===== config.mk =====
export PLATFORM = sky130hd
export DESIGN_NAME = windowed_watchdog_timer
export DESIGN_NICKNAME = d
export VERILOG_FILES = /design/src/logic/wdt_pkg.sv /design/src/logic/wdt_count_if.sv /design/src/logic/wdt_counter.sv /design/src/logic/windowed_watchdog_timer.sv
export SDC_FILE = /design/constraint.sdc
export NUM_CORES = 1
export LEC_CHECK = 0
export BUFFER_PORTS_ARGS = -buffer_cell sky130_fd_sc_hd__buf_2
export CORE_MARGIN = 2
export CORE_UTILIZATION = 62
export CTS_CLUSTER_DIAMETER = 50
export CTS_CLUSTER_SIZE = 12
export DETAILED_ROUTE_END_ITERATION = 8
export GPL_TIMING_DRIVEN = 0
export PLACE_DENSITY_LB_ADDON = 0.3
export RECOVER_POWER = 50
export SETUP_SLACK_MARGIN = 0.4
export SLEW_MARGIN = 25
export SYNTH_ARGS = -nofsm -noshare
export SYNTH_HDL_FRONTEND = slang
export SYNTH_SLANG_ARGS = --single-unit

===== constraint.sdc =====
create_clock -name core_clk -period 12.7 [get_ports core_clk]
set_input_delay 2.54 -clock core_clk [delete_from_list [all_inputs] [get_ports core_clk]]
set_output_delay 2.54 -clock core_clk [all_outputs]
set_load 0.005 [all_outputs]

===== src/logic/wdt_pkg.sv =====
// Purpose: shared constants and types of the windowed watchdog
// Assumes: 32-bit AHB-Lite register window, word accesses only
// Notes:   configuration byte is held in a writable register here
package wdt_pkg;
    ////////////////////////////////////////////////////////////////////////////////
    localparam logic [7:0]  OFS_RESET_CTRL     = 8'h00;
    localparam logic [7:0]  OFS_CONFIG         = 8'h04;
    localparam logic [7:0]  OFS_COUNT          = 8'h08;
    localparam int          BIT_SOFT_EN        = 5;
    localparam int          BIT_TIMEOUT        = 4;
    localparam int          BIT_SLEEP          = 3;
    localparam int          BIT_IDLE           = 2;
    localparam int          CFG_HWEN_HI        = 7;
    localparam int          CFG_WINDOW_DISABLE_BIT         = 6;
    localparam int          CFG_HWEN_LO        = 5;
    localparam int          CFG_PSA            = 4;
    localparam int          CFG_PS_LSB         = 0;
    localparam int          CFG_PS_W           = 4;
    localparam logic [7:0]  CONFIG_RESET       = 8'hdf;
    localparam logic [7:0]  RESET_CTRL_RESET   = 8'h00;
    ////////////////////////////////////////////////////////////////////////////////
    localparam int          PRESCALE_SHORT_BITS = 5;
    localparam int          PRESCALE_LONG_BITS  = 7;
    localparam int          POSTSCALE_MAX_LOG2  = 15;
    localparam int          COUNT_W_DEFAULT     = PRESCALE_LONG_BITS + POSTSCALE_MAX_LOG2;
    localparam int          LOW_POWER_RC_OSC_NOMINAL_HZ     = 31000;
    localparam int          BASE_TIMEOUT_SHORT_MS = 1;
    localparam int          BASE_TIMEOUT_LONG_MS  = 4;
    ////////////////////////////////////////////////////////////////////////////////
    typedef enum logic [1:0] {
        HW_OFF    = 2'b00,
        HW_ACTIVE = 2'b01,
        HW_SOFT   = 2'b10,
        HW_ALWAYS = 2'b11
    } hw_enable_t;
    typedef enum logic [1:0] {
        PWR_RUN   = 2'b00,
        PWR_IDLE  = 2'b01,
        PWR_SLEEP = 2'b10
    } power_state_t;
endpackage


===== src/logic/wdt_count_if.sv =====
// Purpose: carrier between watchdog control and its tick counter
// Assumes: both ends on core_clk
// Notes:   expire is combinational from the counter
`timescale 1ns/100ps
interface wdt_count_if #(
    parameter int COUNT_W = 22
);
    logic               tick;
    logic               clear;
    logic               run;
    logic               longPrescale;
    logic [3:0]         postSel;
    logic [COUNT_W-1:0] count;
    logic               windowOpen;
    logic               expire;
    modport ctrl (output tick, clear, run, longPrescale, postSel,
                  input  count, windowOpen, expire);
    modport cnt  (input  tick, clear, run, longPrescale, postSel,
                  output count, windowOpen, expire);
endinterface


===== src/logic/wdt_counter.sv =====
// Purpose: prescaler and postscaler as one tick counter with window compare
// Assumes: tick is a one-cycle pulse per oscillator period
// Notes:   low bits act as prescaler, high bits as postscaler
`timescale 1ns/100ps
module wdt_counter
    import wdt_pkg::*;
#(
    parameter int COUNT_W = COUNT_W_DEFAULT
) (
    input wire logic    core_clk,
    input wire logic    reset_n,
    wdt_count_if.cnt    cnt
);
    localparam int LW = COUNT_W + 1;
    localparam logic [LW-1:0]      ONE_W  = {{(LW-1){1'b0}}, 1'b1};
    localparam logic [COUNT_W-1:0] ONE_C  = {{(COUNT_W-1){1'b0}}, 1'b1};

    if (COUNT_W < PRESCALE_LONG_BITS + POSTSCALE_MAX_LOG2) begin : g_check
        $error("counter too narrow for the longest period");
    end

    ////////////////////////////////////////////////////////////////////////////////
    logic [4:0]    shiftAmt;
    logic [LW-1:0] limit;
    logic [LW-1:0] terminal;
    logic [LW-1:0] windowStart;
    logic [LW-1:0] countWide;
    logic          atTerminal;

    // total period is prescale ratio times postscale ratio
    assign shiftAmt    = (cnt.longPrescale ? 5'(PRESCALE_LONG_BITS)
                                           : 5'(PRESCALE_SHORT_BITS))
                         + {1'b0, cnt.postSel};
    assign limit       = ONE_W << shiftAmt;
    assign terminal    = limit - ONE_W;
    assign windowStart = limit - (limit >> 2);
    assign countWide   = {1'b0, cnt.count};
    assign atTerminal  = (countWide == terminal);

    assign cnt.windowOpen = (countWide >= windowStart);
    // expire ignores clear; control gates it with outside clears only, so no loop
    assign cnt.expire     = cnt.run && cnt.tick && atTerminal;

    ////////////////////////////////////////////////////////////////////////////////
    always_ff @(posedge core_clk or negedge reset_n) begin
        if (!reset_n) begin
            cnt.count <= '0;
        end else if (cnt.clear) begin
            cnt.count <= '0;
        end else if (cnt.run && cnt.tick) begin
            cnt.count <= atTerminal ? '0 : cnt.count + ONE_C;
        end
    end
endmodule


===== src/logic/windowed_watchdog_timer.sv =====
// Purpose: windowed watchdog with AHB-Lite register access
// Assumes: instruction and power events are one-cycle pulses on core_clk
// Notes:   oscillator pin is synchronised; nothing else crosses domains
`timescale 1ns/100ps

// Notes on behaviour
// - oscillator runs whenever watchdog is running
// - prescaler is 5-bit or 7-bit stage
// - base period 1 ms or 4 ms
// - postscaler offers 16 power-of-two ratios
// - reset and clock switch clear counter
// - power-save entry and exit clear counter
// - clear instruction in run clears counter
// - always-enabled timeout in power-save wakes device
// - timeout flag sticky until software clears
// - in window mode, clear accepted only in final quarter
// - early clear in window mode resets
// - window mode when window-disable bit zero
// - field 11 enables regardless of software
// - field 10 follows software enable bit
// - device reset clears software enable bit
// - field 01 stops in sleep, ignores software
// - field 00 disables, ignores software
// - prescale bit one selects 1:128
// - clear while fully disabled never resets
module windowed_watchdog_timer
    import wdt_pkg::*;
#(
    parameter int COUNT_W = COUNT_W_DEFAULT
) (
    input  wire logic        core_clk,
    input  wire logic        reset_n,
    input  wire logic        hsel,
    input  wire logic [31:0] haddr,
    input  wire logic [1:0]  htrans,
    input  wire logic        hwrite,
    input  wire logic [2:0]  hsize,
    input  wire logic [31:0] hwdata,
    input  wire logic        hready,
    output logic             hreadyout,
    output logic             hresp,
    output logic [31:0]      hrdata,
    input  wire logic        lowPowerRcOsc,
    output logic             lprcEnable,
    input  wire logic        clearWatchdogInstr,
    input  wire logic        enterSleep,
    input  wire logic        enterIdle,
    input  wire logic        exitPowerSave,
    input  wire logic        clockSwitchDone,
    output logic             watchdogReset,
    output logic             watchdogWake
);
    ////////////////////////////////////////////////////////////////////////////////
    // count is read back in one bus word

    if (COUNT_W < COUNT_W_DEFAULT || COUNT_W > 32) begin : g_width_check
        $error("count width must lie between the default and one bus word");
    end

    ////////////////////////////////////////////////////////////////////////////////
    // decode helpers

    function automatic logic hitReg(input logic [31:0] addr, input logic [7:0] ofs);
        hitReg = (addr[31:8] == 24'h000000) && (addr[7:0] == ofs);
    endfunction

    ////////////////////////////////////////////////////////////////////////////////
    // state

    logic         rcSync1;
    logic         rcSync2;
    logic         rcSync3;
    logic         softEnable;
    logic         timeoutFlag;
    logic         sleepFlag;
    logic         idleFlag;
    logic [7:0]   configByte;
    power_state_t powerState;
    power_state_t next_powerState;
    logic         wrPending;
    logic [31:0]  wrAddr;

    wdt_count_if #(.COUNT_W(COUNT_W)) countBus ();

    wdt_counter #(.COUNT_W(COUNT_W)) u_counter (
        .core_clk (core_clk),
        .reset_n  (reset_n),
        .cnt      (countBus)
    );

    ////////////////////////////////////////////////////////////////////////////////
    // oscillator edge; first flop feeds only the second

    always_ff @(posedge core_clk or negedge reset_n) begin
        if (!reset_n) begin
            rcSync1 <= 1'b0;
            rcSync2 <= 1'b0;
            rcSync3 <= 1'b0;
        end else begin
            rcSync1 <= lowPowerRcOsc;
            rcSync2 <= rcSync1;
            rcSync3 <= rcSync2;
        end
    end

    wire rcTick = rcSync2 && !rcSync3;

    ////////////////////////////////////////////////////////////////////////////////
    // enable and mode decode

    hw_enable_t hwEnable;
    wire        inRun;
    wire        running;
    wire        windowMode;
    wire        timeoutEvt;
    wire        earlyClear;
    wire        fireReset;
    wire        fireWake;
    wire        runClear;
    wire        extClear;

    assign hwEnable   = hw_enable_t'({configByte[CFG_HWEN_HI], configByte[CFG_HWEN_LO]});
    assign inRun      = (powerState == PWR_RUN);
    assign running    = (hwEnable == HW_ALWAYS)
                     || (hwEnable == HW_SOFT && softEnable)
                     || (hwEnable == HW_ACTIVE && powerState != PWR_SLEEP);
    assign windowMode = !configByte[CFG_WINDOW_DISABLE_BIT];
    assign runClear   = clearWatchdogInstr && inRun;
    assign extClear   = runClear || enterSleep || enterIdle
                     || exitPowerSave || clockSwitchDone;
    // outside clears win over a same-cycle expiry; own resets must not gate it
    assign timeoutEvt = countBus.expire && !extClear;
    // a fully disabled watchdog never turns a clear into a reset
    assign earlyClear = runClear && windowMode && running && !countBus.windowOpen;
    assign fireReset  = (timeoutEvt && inRun) || earlyClear;
    assign fireWake   = timeoutEvt && !inRun;

    assign lprcEnable = running;

    assign countBus.tick         = rcTick;
    assign countBus.run          = running;
    assign countBus.longPrescale = configByte[CFG_PSA];
    assign countBus.postSel      = configByte[CFG_PS_LSB +: CFG_PS_W];
    // own reset and wake count as device reset and power-save exit
    assign countBus.clear        = extClear
                                || fireReset || fireWake;

    ////////////////////////////////////////////////////////////////////////////////
    // power state follows the core's power-save events

    always_comb begin
        next_powerState = powerState;
        unique case (powerState)
            PWR_RUN: begin
                if (enterSleep) begin
                    next_powerState = PWR_SLEEP;
                end else if (enterIdle) begin
                    next_powerState = PWR_IDLE;
                end
            end
            PWR_IDLE, PWR_SLEEP: begin
                if (exitPowerSave || fireWake) begin
                    next_powerState = PWR_RUN;
                end
            end
            default: begin
                next_powerState = PWR_RUN;
            end
        endcase
    end

    ////////////////////////////////////////////////////////////////////////////////
    // AHB-Lite slave: zero wait, always OKAY

    wire addrPhase = hsel && htrans[1] && hready;
    wire wrRcon    = wrPending && hitReg(wrAddr, OFS_RESET_CTRL);
    wire wrConfig  = wrPending && hitReg(wrAddr, OFS_CONFIG);

    logic [31:0] readMux;
    always_comb begin
        readMux = 32'h00000000;
        if (hitReg(haddr, OFS_RESET_CTRL)) begin
            readMux[BIT_SOFT_EN] = softEnable;
            readMux[BIT_TIMEOUT] = timeoutFlag;
            readMux[BIT_SLEEP]   = sleepFlag;
            readMux[BIT_IDLE]    = idleFlag;
        end else if (hitReg(haddr, OFS_CONFIG)) begin
            readMux[7:0] = configByte;
        end else if (hitReg(haddr, OFS_COUNT)) begin
            readMux[COUNT_W-1:0] = countBus.count;
        end
    end

    assign hreadyout = 1'b1;
    assign hresp     = 1'b0;

    always_ff @(posedge core_clk or negedge reset_n) begin
        if (!reset_n) begin
            wrPending <= 1'b0;
            wrAddr    <= 32'h00000000;
            hrdata    <= 32'h00000000;
        end else begin
            wrPending <= addrPhase && hwrite;
            if (addrPhase) begin
                wrAddr <= haddr;
            end
            if (addrPhase && !hwrite) begin
                hrdata <= readMux;
            end
        end
    end

    ////////////////////////////////////////////////////////////////////////////////
    // status and control bits; hardware set wins over a software write

    wire next_softEnable  = fireReset ? 1'b0
                          : (wrRcon && hwEnable == HW_SOFT) ? hwdata[BIT_SOFT_EN]
                          : softEnable;
    wire next_timeoutFlag = (fireReset || fireWake)
                          || (wrRcon ? hwdata[BIT_TIMEOUT] : timeoutFlag);
    // only software lowers these after a wake
    wire next_sleepFlag   = (inRun && enterSleep)
                          || (wrRcon ? hwdata[BIT_SLEEP] : sleepFlag);
    wire next_idleFlag    = (inRun && !enterSleep && enterIdle)
                          || (wrRcon ? hwdata[BIT_IDLE] : idleFlag);

    always_ff @(posedge core_clk or negedge reset_n) begin
        if (!reset_n) begin
            softEnable  <= RESET_CTRL_RESET[BIT_SOFT_EN];
            timeoutFlag <= RESET_CTRL_RESET[BIT_TIMEOUT];
            sleepFlag   <= RESET_CTRL_RESET[BIT_SLEEP];
            idleFlag    <= RESET_CTRL_RESET[BIT_IDLE];
            configByte  <= CONFIG_RESET;
            powerState  <= PWR_RUN;
        end else begin
            softEnable  <= next_softEnable;
            timeoutFlag <= next_timeoutFlag;
            sleepFlag   <= next_sleepFlag;
            idleFlag    <= next_idleFlag;
            configByte  <= wrConfig ? hwdata[7:0] : configByte;
            powerState  <= next_powerState;
        end
    end

    always_ff @(posedge core_clk or negedge reset_n) begin
        if (!reset_n) begin
            watchdogReset <= 1'b0;
            watchdogWake  <= 1'b0;
        end else begin
            watchdogReset <= fireReset;
            watchdogWake  <= fireWake;
        end
    end
endmodule


==> results.md, run 1 <==
- Outcome: finished, violations left
- Violated checks: max-capacitance violations, max-slew violations
- Comb power frac: 14.7%
- Yosys reg bits: 96
- Die area: 12200 um^2
- Pleak: 3.75 nW
- Die W: 111 um
- CTS tree: done
- Row Count: 38
- Worst path most repeated cell: clkbuf_1
- CTS resizes: 0
- Final Hold Vio Count: 0
- Placed cell areas: 7710 um^2
- Crit-path max cell delay: 2.25 ns
- Clk buf depth: 2
- Core Box Area: roughly 11000 um^2
- CTS root buffer: clkbuf_16
- CP Max Fanout: approximately 60
- Post-CTS Hold Fix Bufs: 0
- Total CTS buffers: 9
- First-pass GRT wire length: 30200 um
- Async S/R FF share, synth: 100%
- Clk pwr share: 36.3%
- Vias in the first global route: roughly 6000
- PortBufs: 75
- Post-synthesis cell type count: 72
- ANT nets after route: 0
- Post-synthesis sequential area ratio: 34.2%
- # nets final: 1041
- P&R area growth vs syn: 13.0%
- Net Switching: 0.185 mW
- Setup_tns: 0 ns
- Filler cells: 867
- Final setup vio count: 0
- Max Cap Violations: 2
- Critical path endpoint category: asynchronous set/reset pin
- Delay-heaviest family, CP: buffers and inverters
- # H-tree levels: 3
- CP Launch Type: input pin
- Tot GR Track Use: 30.5%
- CTS sink count: 96
- DR pass1 iterations: 5
- DR iter-0 viols: a little over 500
- Die Y: 111 um
- Syn_area_per_cell: 8.77 um^2
- Syn Inst Count: 803
- Number of synthesized flops with an enable pin: 0
- Number of post-CTS setup repair buffers: 0
- Worst skew pair latency: 0.35 ns
- CP Buf/Inv Count: 2
- Vias: between 6000 and 7000
- Power per cell area: between 80 and 90 nW/um^2
- Synth Cell Area: 7040 um^2
- Critical Path AT: 6.18 ns
- DRC viols: 0
- Critical Path RT: between 10 and 15 ns
- Vias/cell: 6.22
- Slew Viols, Final: 99
- Wirelength per Cell: 17.6 um
- Final GP Congestion: between 0.9 and 1
- Crit path cell chain: clkbuf_1 -> clkbuf_1
- Initial antenna violation count: 1
- Setup CP Type: in2async
- Period utilisation layout: between 50% and 60%
- Min Tclk post-route: roughly 6.4 ns
- Gr ovfl total: 0
- I/O pin count: 117
- Crit-path slowest cell: clkbuf_1
- Design Power: between 0.7 and 0.8 mW
- Warnings, synthesis: 0
- Pin count of the biggest net entering global routing: a little over 60
- Post-DP HPWL: 14100 um
- Worst hold path class: reg2reg
- RSZ-0062 raised after global routing: false
- Max Clk Rate: about 160 MHz
- Worst vdd ir: 94.4 uV
- Clock transition at path regs: 0.07 ns
- Worst Clk Skew: between 0.009 and 0.01 ns
- Initial core utilization: 64.1%
- Most common flop cell mapped by yosys: dfrtp_1
- Flop pwr share: 49.0%
- Slew headroom: -103%
- Final Cell Area: roughly 8000 um^2
- Internal power: 0.518 mW
- Routed WL: approximately 19000 um
- Share of cells above drive strength 1: 17.4%
- Slew of the pin with the lowest slew margin: 3.05 ns
- Switching portion of total power: 26.3%
[path summary, 6_finish.rpt]
check | from | to | slack [ns] | cells past startpoint
worst max-delay path | reset_n | wrAddr[2] | 6.30 | 2
worst min-delay path | rcSync1 | rcSync2 | 0.35 | 0
worst max register to register | configByte[3] | watchdogReset | 6.56 | 21
worst min register to register | rcSync1 | rcSync2 | 0.35 | 0
max in group core_clk | configByte[3] | watchdogReset | 6.56 | 21
min in group asynchronous | reset_n | hrdata[17] | 2.72 | 1
[layer usage]
metal	wire length, um	vias up	GRT usage [%]
met4	504	0	9.33
li1	-	3091	-
met5	0	-	0
met3	1630	48	6.42
met2	8570	323	48.9
met1	7870	3116	41.8
[power groups by stage]
stage / clock (mW) / combinational, mW / sequential, mW
after floorplan: 0 / 0.0692 / 0.345
after global placement: 0 / 0.0975 / 0.348
after detailed placement: 0 / 0.102 / 0.349
after CTS: 0.257 / 0.103 / 0.344
after global routing: 0.272 / 0.115 / 0.347
final: 0.255 / 0.103 / 0.344
[placed cells by master (no fill, tap or decap), types with 4 or more instances in the layout]
master	instances
nand2_1	99
dfrtp_1	89
buf_2	73
a21oi_1	50
ha_1	48
o21ai_0	47
mux2_2	41
nor2_1	38
clkbuf_1	38
inv_1	37
nand3_1	26
xnor2_1	24
conb_1	24
xor2_1	23
nor4_1	23
nor3_1	17
buf_4	13
nand2b_1	13
nor2b_1	12
a21o_1	12
nand4_1	12
or3_1	11
mux2i_1	10
o31ai_1	9
clkbuf_16	9
o21a_1	8
and3_1	7
dfstp_2	7
a31oi_1	6
or4_1	5
a221oi_1	5
and2_1	4
a22oi_1	4
[logic make-up after synthesis]
kind of cell             synth area share [%]
other                                   0.107
multiplexers                             7.98
flip-flops                               34.2
adder cells (fa/ha/maj)                  8.81
XOR/XNOR                                 6.08
buffers and inverters                    5.53
AND/OR/NAND/NOR                          20.9
AO/OA/AOI/OAI                            16.4
[synthesized netlist by cell type, types with 5 or more instances]
cell type | instances | area share, %
a21o_1 | 12 | 1.3
a21oi_1 | 50 | 3.6
a221oi_1 | 5 | 0.62
a31oi_1 | 6 | 0.53
and3_1 | 7 | 0.62
buf_4 | 13 | 1.4
clkbuf_1 | 29 | 1.5
dfrtp_1 | 89 | 32
dfstp_2 | 7 | 2.6
ha_1 | 48 | 8.5
inv_1 | 37 | 2.0
mux2_2 | 41 | 6.6
mux2i_1 | 10 | 1.4
nand2_1 | 99 | 5.3
nand2b_1 | 13 | 1.2
nand3_1 | 26 | 1.8
nand4_1 | 12 | 1.1
nor2_1 | 38 | 2.0
nor2b_1 | 12 | 1.1
nor3_1 | 18 | 1.3
nor4_1 | 23 | 2.0
o21a_1 | 8 | 0.85
o21ai_0 | 47 | 3.3
o31ai_1 | 9 | 0.96
or3_1 | 11 | 0.98
or4_1 | 5 | 0.53
xnor2_1 | 24 | 3.0
xor2_1 | 23 | 2.9
[registers in the layout, summed over array words and instances (netlist names), 2 cells and up]
| register | count |
|---|---|
| configByte | 8 |
| hrdata | 22 |
| powerState | 2 |
| u_counter.cnt.count | 22 |
| wrAddr | 32 |
[through the flow]
stage                     std cells  hold WS (ns)  util (%)  setup slack, ns
final                          1058         0.348      72.5             6.30
after global routing           1057         0.364      72.4             5.38
after CTS                      1057         0.350      72.7             6.88
after detailed placement       1041         0.335      70.2             6.90
after global placement         1040         0.333      69.9             6.94
after floorplan                 825         0.331         -             8.31
[final cells by class]
type | count | area (um^2) | area share (%)
timing repair buffer | 76 | 372 | 4.67
buffer | 49 | 245 | 3.08
multi-input combinational | 642 | 4330 | 54.5
clock buffer | 12 | 246 | 3.10
antenna | 1 | 2.50 | 0.0314
inverter | 38 | 144 | 1.81
tap | 140 | 175 | 2.20
clock inverter | 4 | 28.8 | 0.362
sequential | 96 | 2410 | 30.3
(Power assumes the default switching activity.)
==> run 2, diff against run 1 <==
--- a/config.mk
+++ b/config.mk
@@ -7,7 +7,7 @@
 export LEC_CHECK = 0
 export BUFFER_PORTS_ARGS = -buffer_cell sky130_fd_sc_hd__buf_2
 export CORE_MARGIN = 2
-export CORE_UTILIZATION = 62
+export CORE_UTILIZATION = 58
 export CTS_CLUSTER_DIAMETER = 50
 export CTS_CLUSTER_SIZE = 12
 export DETAILED_ROUTE_END_ITERATION = 8
==> constraint.sdc (replaced) <==
create_clock -name core_clk -period 6.25 [get_ports core_clk]
set_input_delay 1.25 -clock core_clk [delete_from_list [all_inputs] [get_ports core_clk]]
set_output_delay 1.25 -clock core_clk [all_outputs]
set_load 0.005 [all_outputs]
==> run 2 against run 1 <==
Compared with the run above:
- the run still ends with max-capacitance violations, max-slew violations left
- global-route usage down 1.3 points
- flip-flop and latch count unchanged
- combinational power up 100%
- register-to-register slack worse by 5.8 ns
- worst hold slack better by 0.0011 ns
- die area up 6.6%
- wire length down 1.5%
- critical path type is now reg2reg
==> results.md, run 2 (synthesis gave the netlist of run 1 again) <==
- # nets final: 1041
- Commonest non-fill, non-tap cell in the layout: nand2_1
- Max Cap Violations: 2
- Share of cells above drive strength 1: between 10% and 20%
- Max FFs per register: 32
- RSZ-0062 raised after global routing: false
- First-pass GRT wire length: 30400 um
- Dpl ws: 0.787 ns
- Pin count of the biggest net entering global routing: 64
- Tot GR Track Use: 29.2%
- Worst Hold Depth: 0
- Most Used Layer, Global Route: met2
- Wirelength per Cell: 17.2 um
- GR Util met2: a little under half
- Most frequent cells in the layout: nand2_1, dfrtp_1, buf_2, a21oi_1, ha_1
- CTS sink count: between 90 and 100
- Critical path endpoint category: flip-flop
- Worst skew pair latency: 0.34 ns
- Critical Path AT: 5.71 ns
- Vias: ~6500
- Filler cells: between 1000 and 1500
- DR pass1 iterations: 4
- Slew headroom: -91.3%
- CTS tree: done
- Met3 Use GR: 5.13%
- Critical Path RT: 6.51 ns
- Post-DP HPWL: between 10000 and 15000 um
- Violated checks: max-capacitance violations, max-slew violations
- Pleak: around 3.8 nW
- Core Box Area: 11900 um^2
- Final setup vio count: 0
- Outcome: finished, violations left
- Vias in the first global route: 6022
- Gr ovfl total: 0
- Slew Viols, Final: 99
- Worst R2R Path Depth: 18
- Regs by FF count: wrAddr: 32 flops, hrdata: 22 flops, u_counter.cnt.count: 22 flops
- Post-placement cell count: 1048
- Min Tclk post-route: 5.45 ns
- Routed WL: 18300 um
- CTS root buffer: clkbuf_16
- Worst hold path class: reg2reg
- M1 GR Usage: 40.1%
- Clock transition at path regs: 0.07 ns
- Period utilisation layout: between 80 and 90%
- PortBufs: 75
- Worst vdd ir: 206 uV
- Total CTS buffers: 9
- Reg with most FFs: wrAddr
- Final Hold Vio Count: 0
- Setup_tns: 0 ns
- Setup CP Type: reg2reg
- Power per cell area: 188 nW/um^2
- Max Clk Rate: about 180 MHz
- Worst Clk Skew: 0.00583 ns
- DRC viols: 0
- Final GP Congestion: 0.937
- Clk buf depth: 2
- Layout Cells excl Fill: 1064
- CP Launch Type: flip-flop
- Row Count: 40
- Vias/cell: ~6.1
- Die area: 13000 um^2
- Die Y: 114 um
- Diode count: 0
- Multi-input combinational cell area: 4330 um^2
- Slew of the pin with the lowest slew margin: between 2 and 3 ns
- Initial antenna violation count: 0
- DR iter-0 viols: 463
- Die W: 114 um
- ANT nets after route: 0
- Initial core utilization: 59.1%
- P&R area growth vs syn: 13.9%
- Final WS setup: 0.801 ns
- Design Power: 1.50 mW
- CP Max Fanout: 10
- I/O pin count: 117
- Reg area: 2410 um^2
- # H-tree levels: 3
run 2: metal layers:
layer  part of all wire (%)  vias up
met2                     47      252
met5                      0        -
li1                       -     3094
met1                     44     3096
met3                    6.6       46
met4                    3.0        0
run 2: what timing repair did:
item / in CTS / in global routing
setup buffers: 0 / 0
endpoints found under the hold margin: 0 / 0
endpoints found under the setup margin: 0 / 3
hold buffers: 0 / 0
gates resized for setup: 0 / 2
run 2: per-stage QoR:
stage | hold slack [ns] | utilization [%] | cell area, um^2
floorplan | 0.331 | - | 7120
global placement | 0.333 | 64.5 | 7680
detailed placement | 0.336 | 64.8 | 7720
CTS | 0.352 | 67.5 | 8040
global route | 0.361 | 67.3 | 8020
finish | 0.349 | 67.3 | 8020
run 2: cell type report:
class / count / share of cell area (%)
clock inverter: 6 / 1.15
inverter: 38 / 1.79
multi-input combinational: 642 / 54.0
sequential: 96 / 30.1
tap: 147 / 2.29
clock buffer: 10 / 2.86
timing repair buffer: 76 / 4.78
buffer: 49 / 3.06
run 2: power breakdown:
group | switching (mW) | total (mW) | internal, mW
clock | 0.241 | 0.595 | 0.354
sequential | 0.0301 | 0.701 | 0.671
combinational | 0.109 | 0.208 | 0.0990
total | 0.381 | 1.50 | 1.12
run 2: worst paths after layout:
path | endpoint | from | slack [ns]
min reg2reg | rcSync2 | rcSync1 | 0.35
max reg2reg | watchdogReset | configByte[1] | 0.80
min | rcSync2 | rcSync1 | 0.35
max in group asynchronous | u_counter.cnt.count[4] | reset_n | 1.14
min in group asynchronous | wrAddr[30] | reset_n | 1.36
max | watchdogReset | configByte[1] | 0.80
run 2: critical path: stages (launching register included):
cell	delay, ns
dfstp_2	0.57
ha_1	0.21
clkbuf_1	0.41
nor2b_2	0.38
nand2_1	0.13
ha_1	0.29
or4_1	0.56
o21ai_0	0.44
o21ai_0	0.37
nor2_1	0.22
xor2_1	0.17
ha_1	0.28
a211oi_1	0.22
nand3_1	0.11
a221oi_1	0.34
o211ai_1	0.14
a21oi_1	0.21
nor3_1	0.10
a31oi_1	0.21
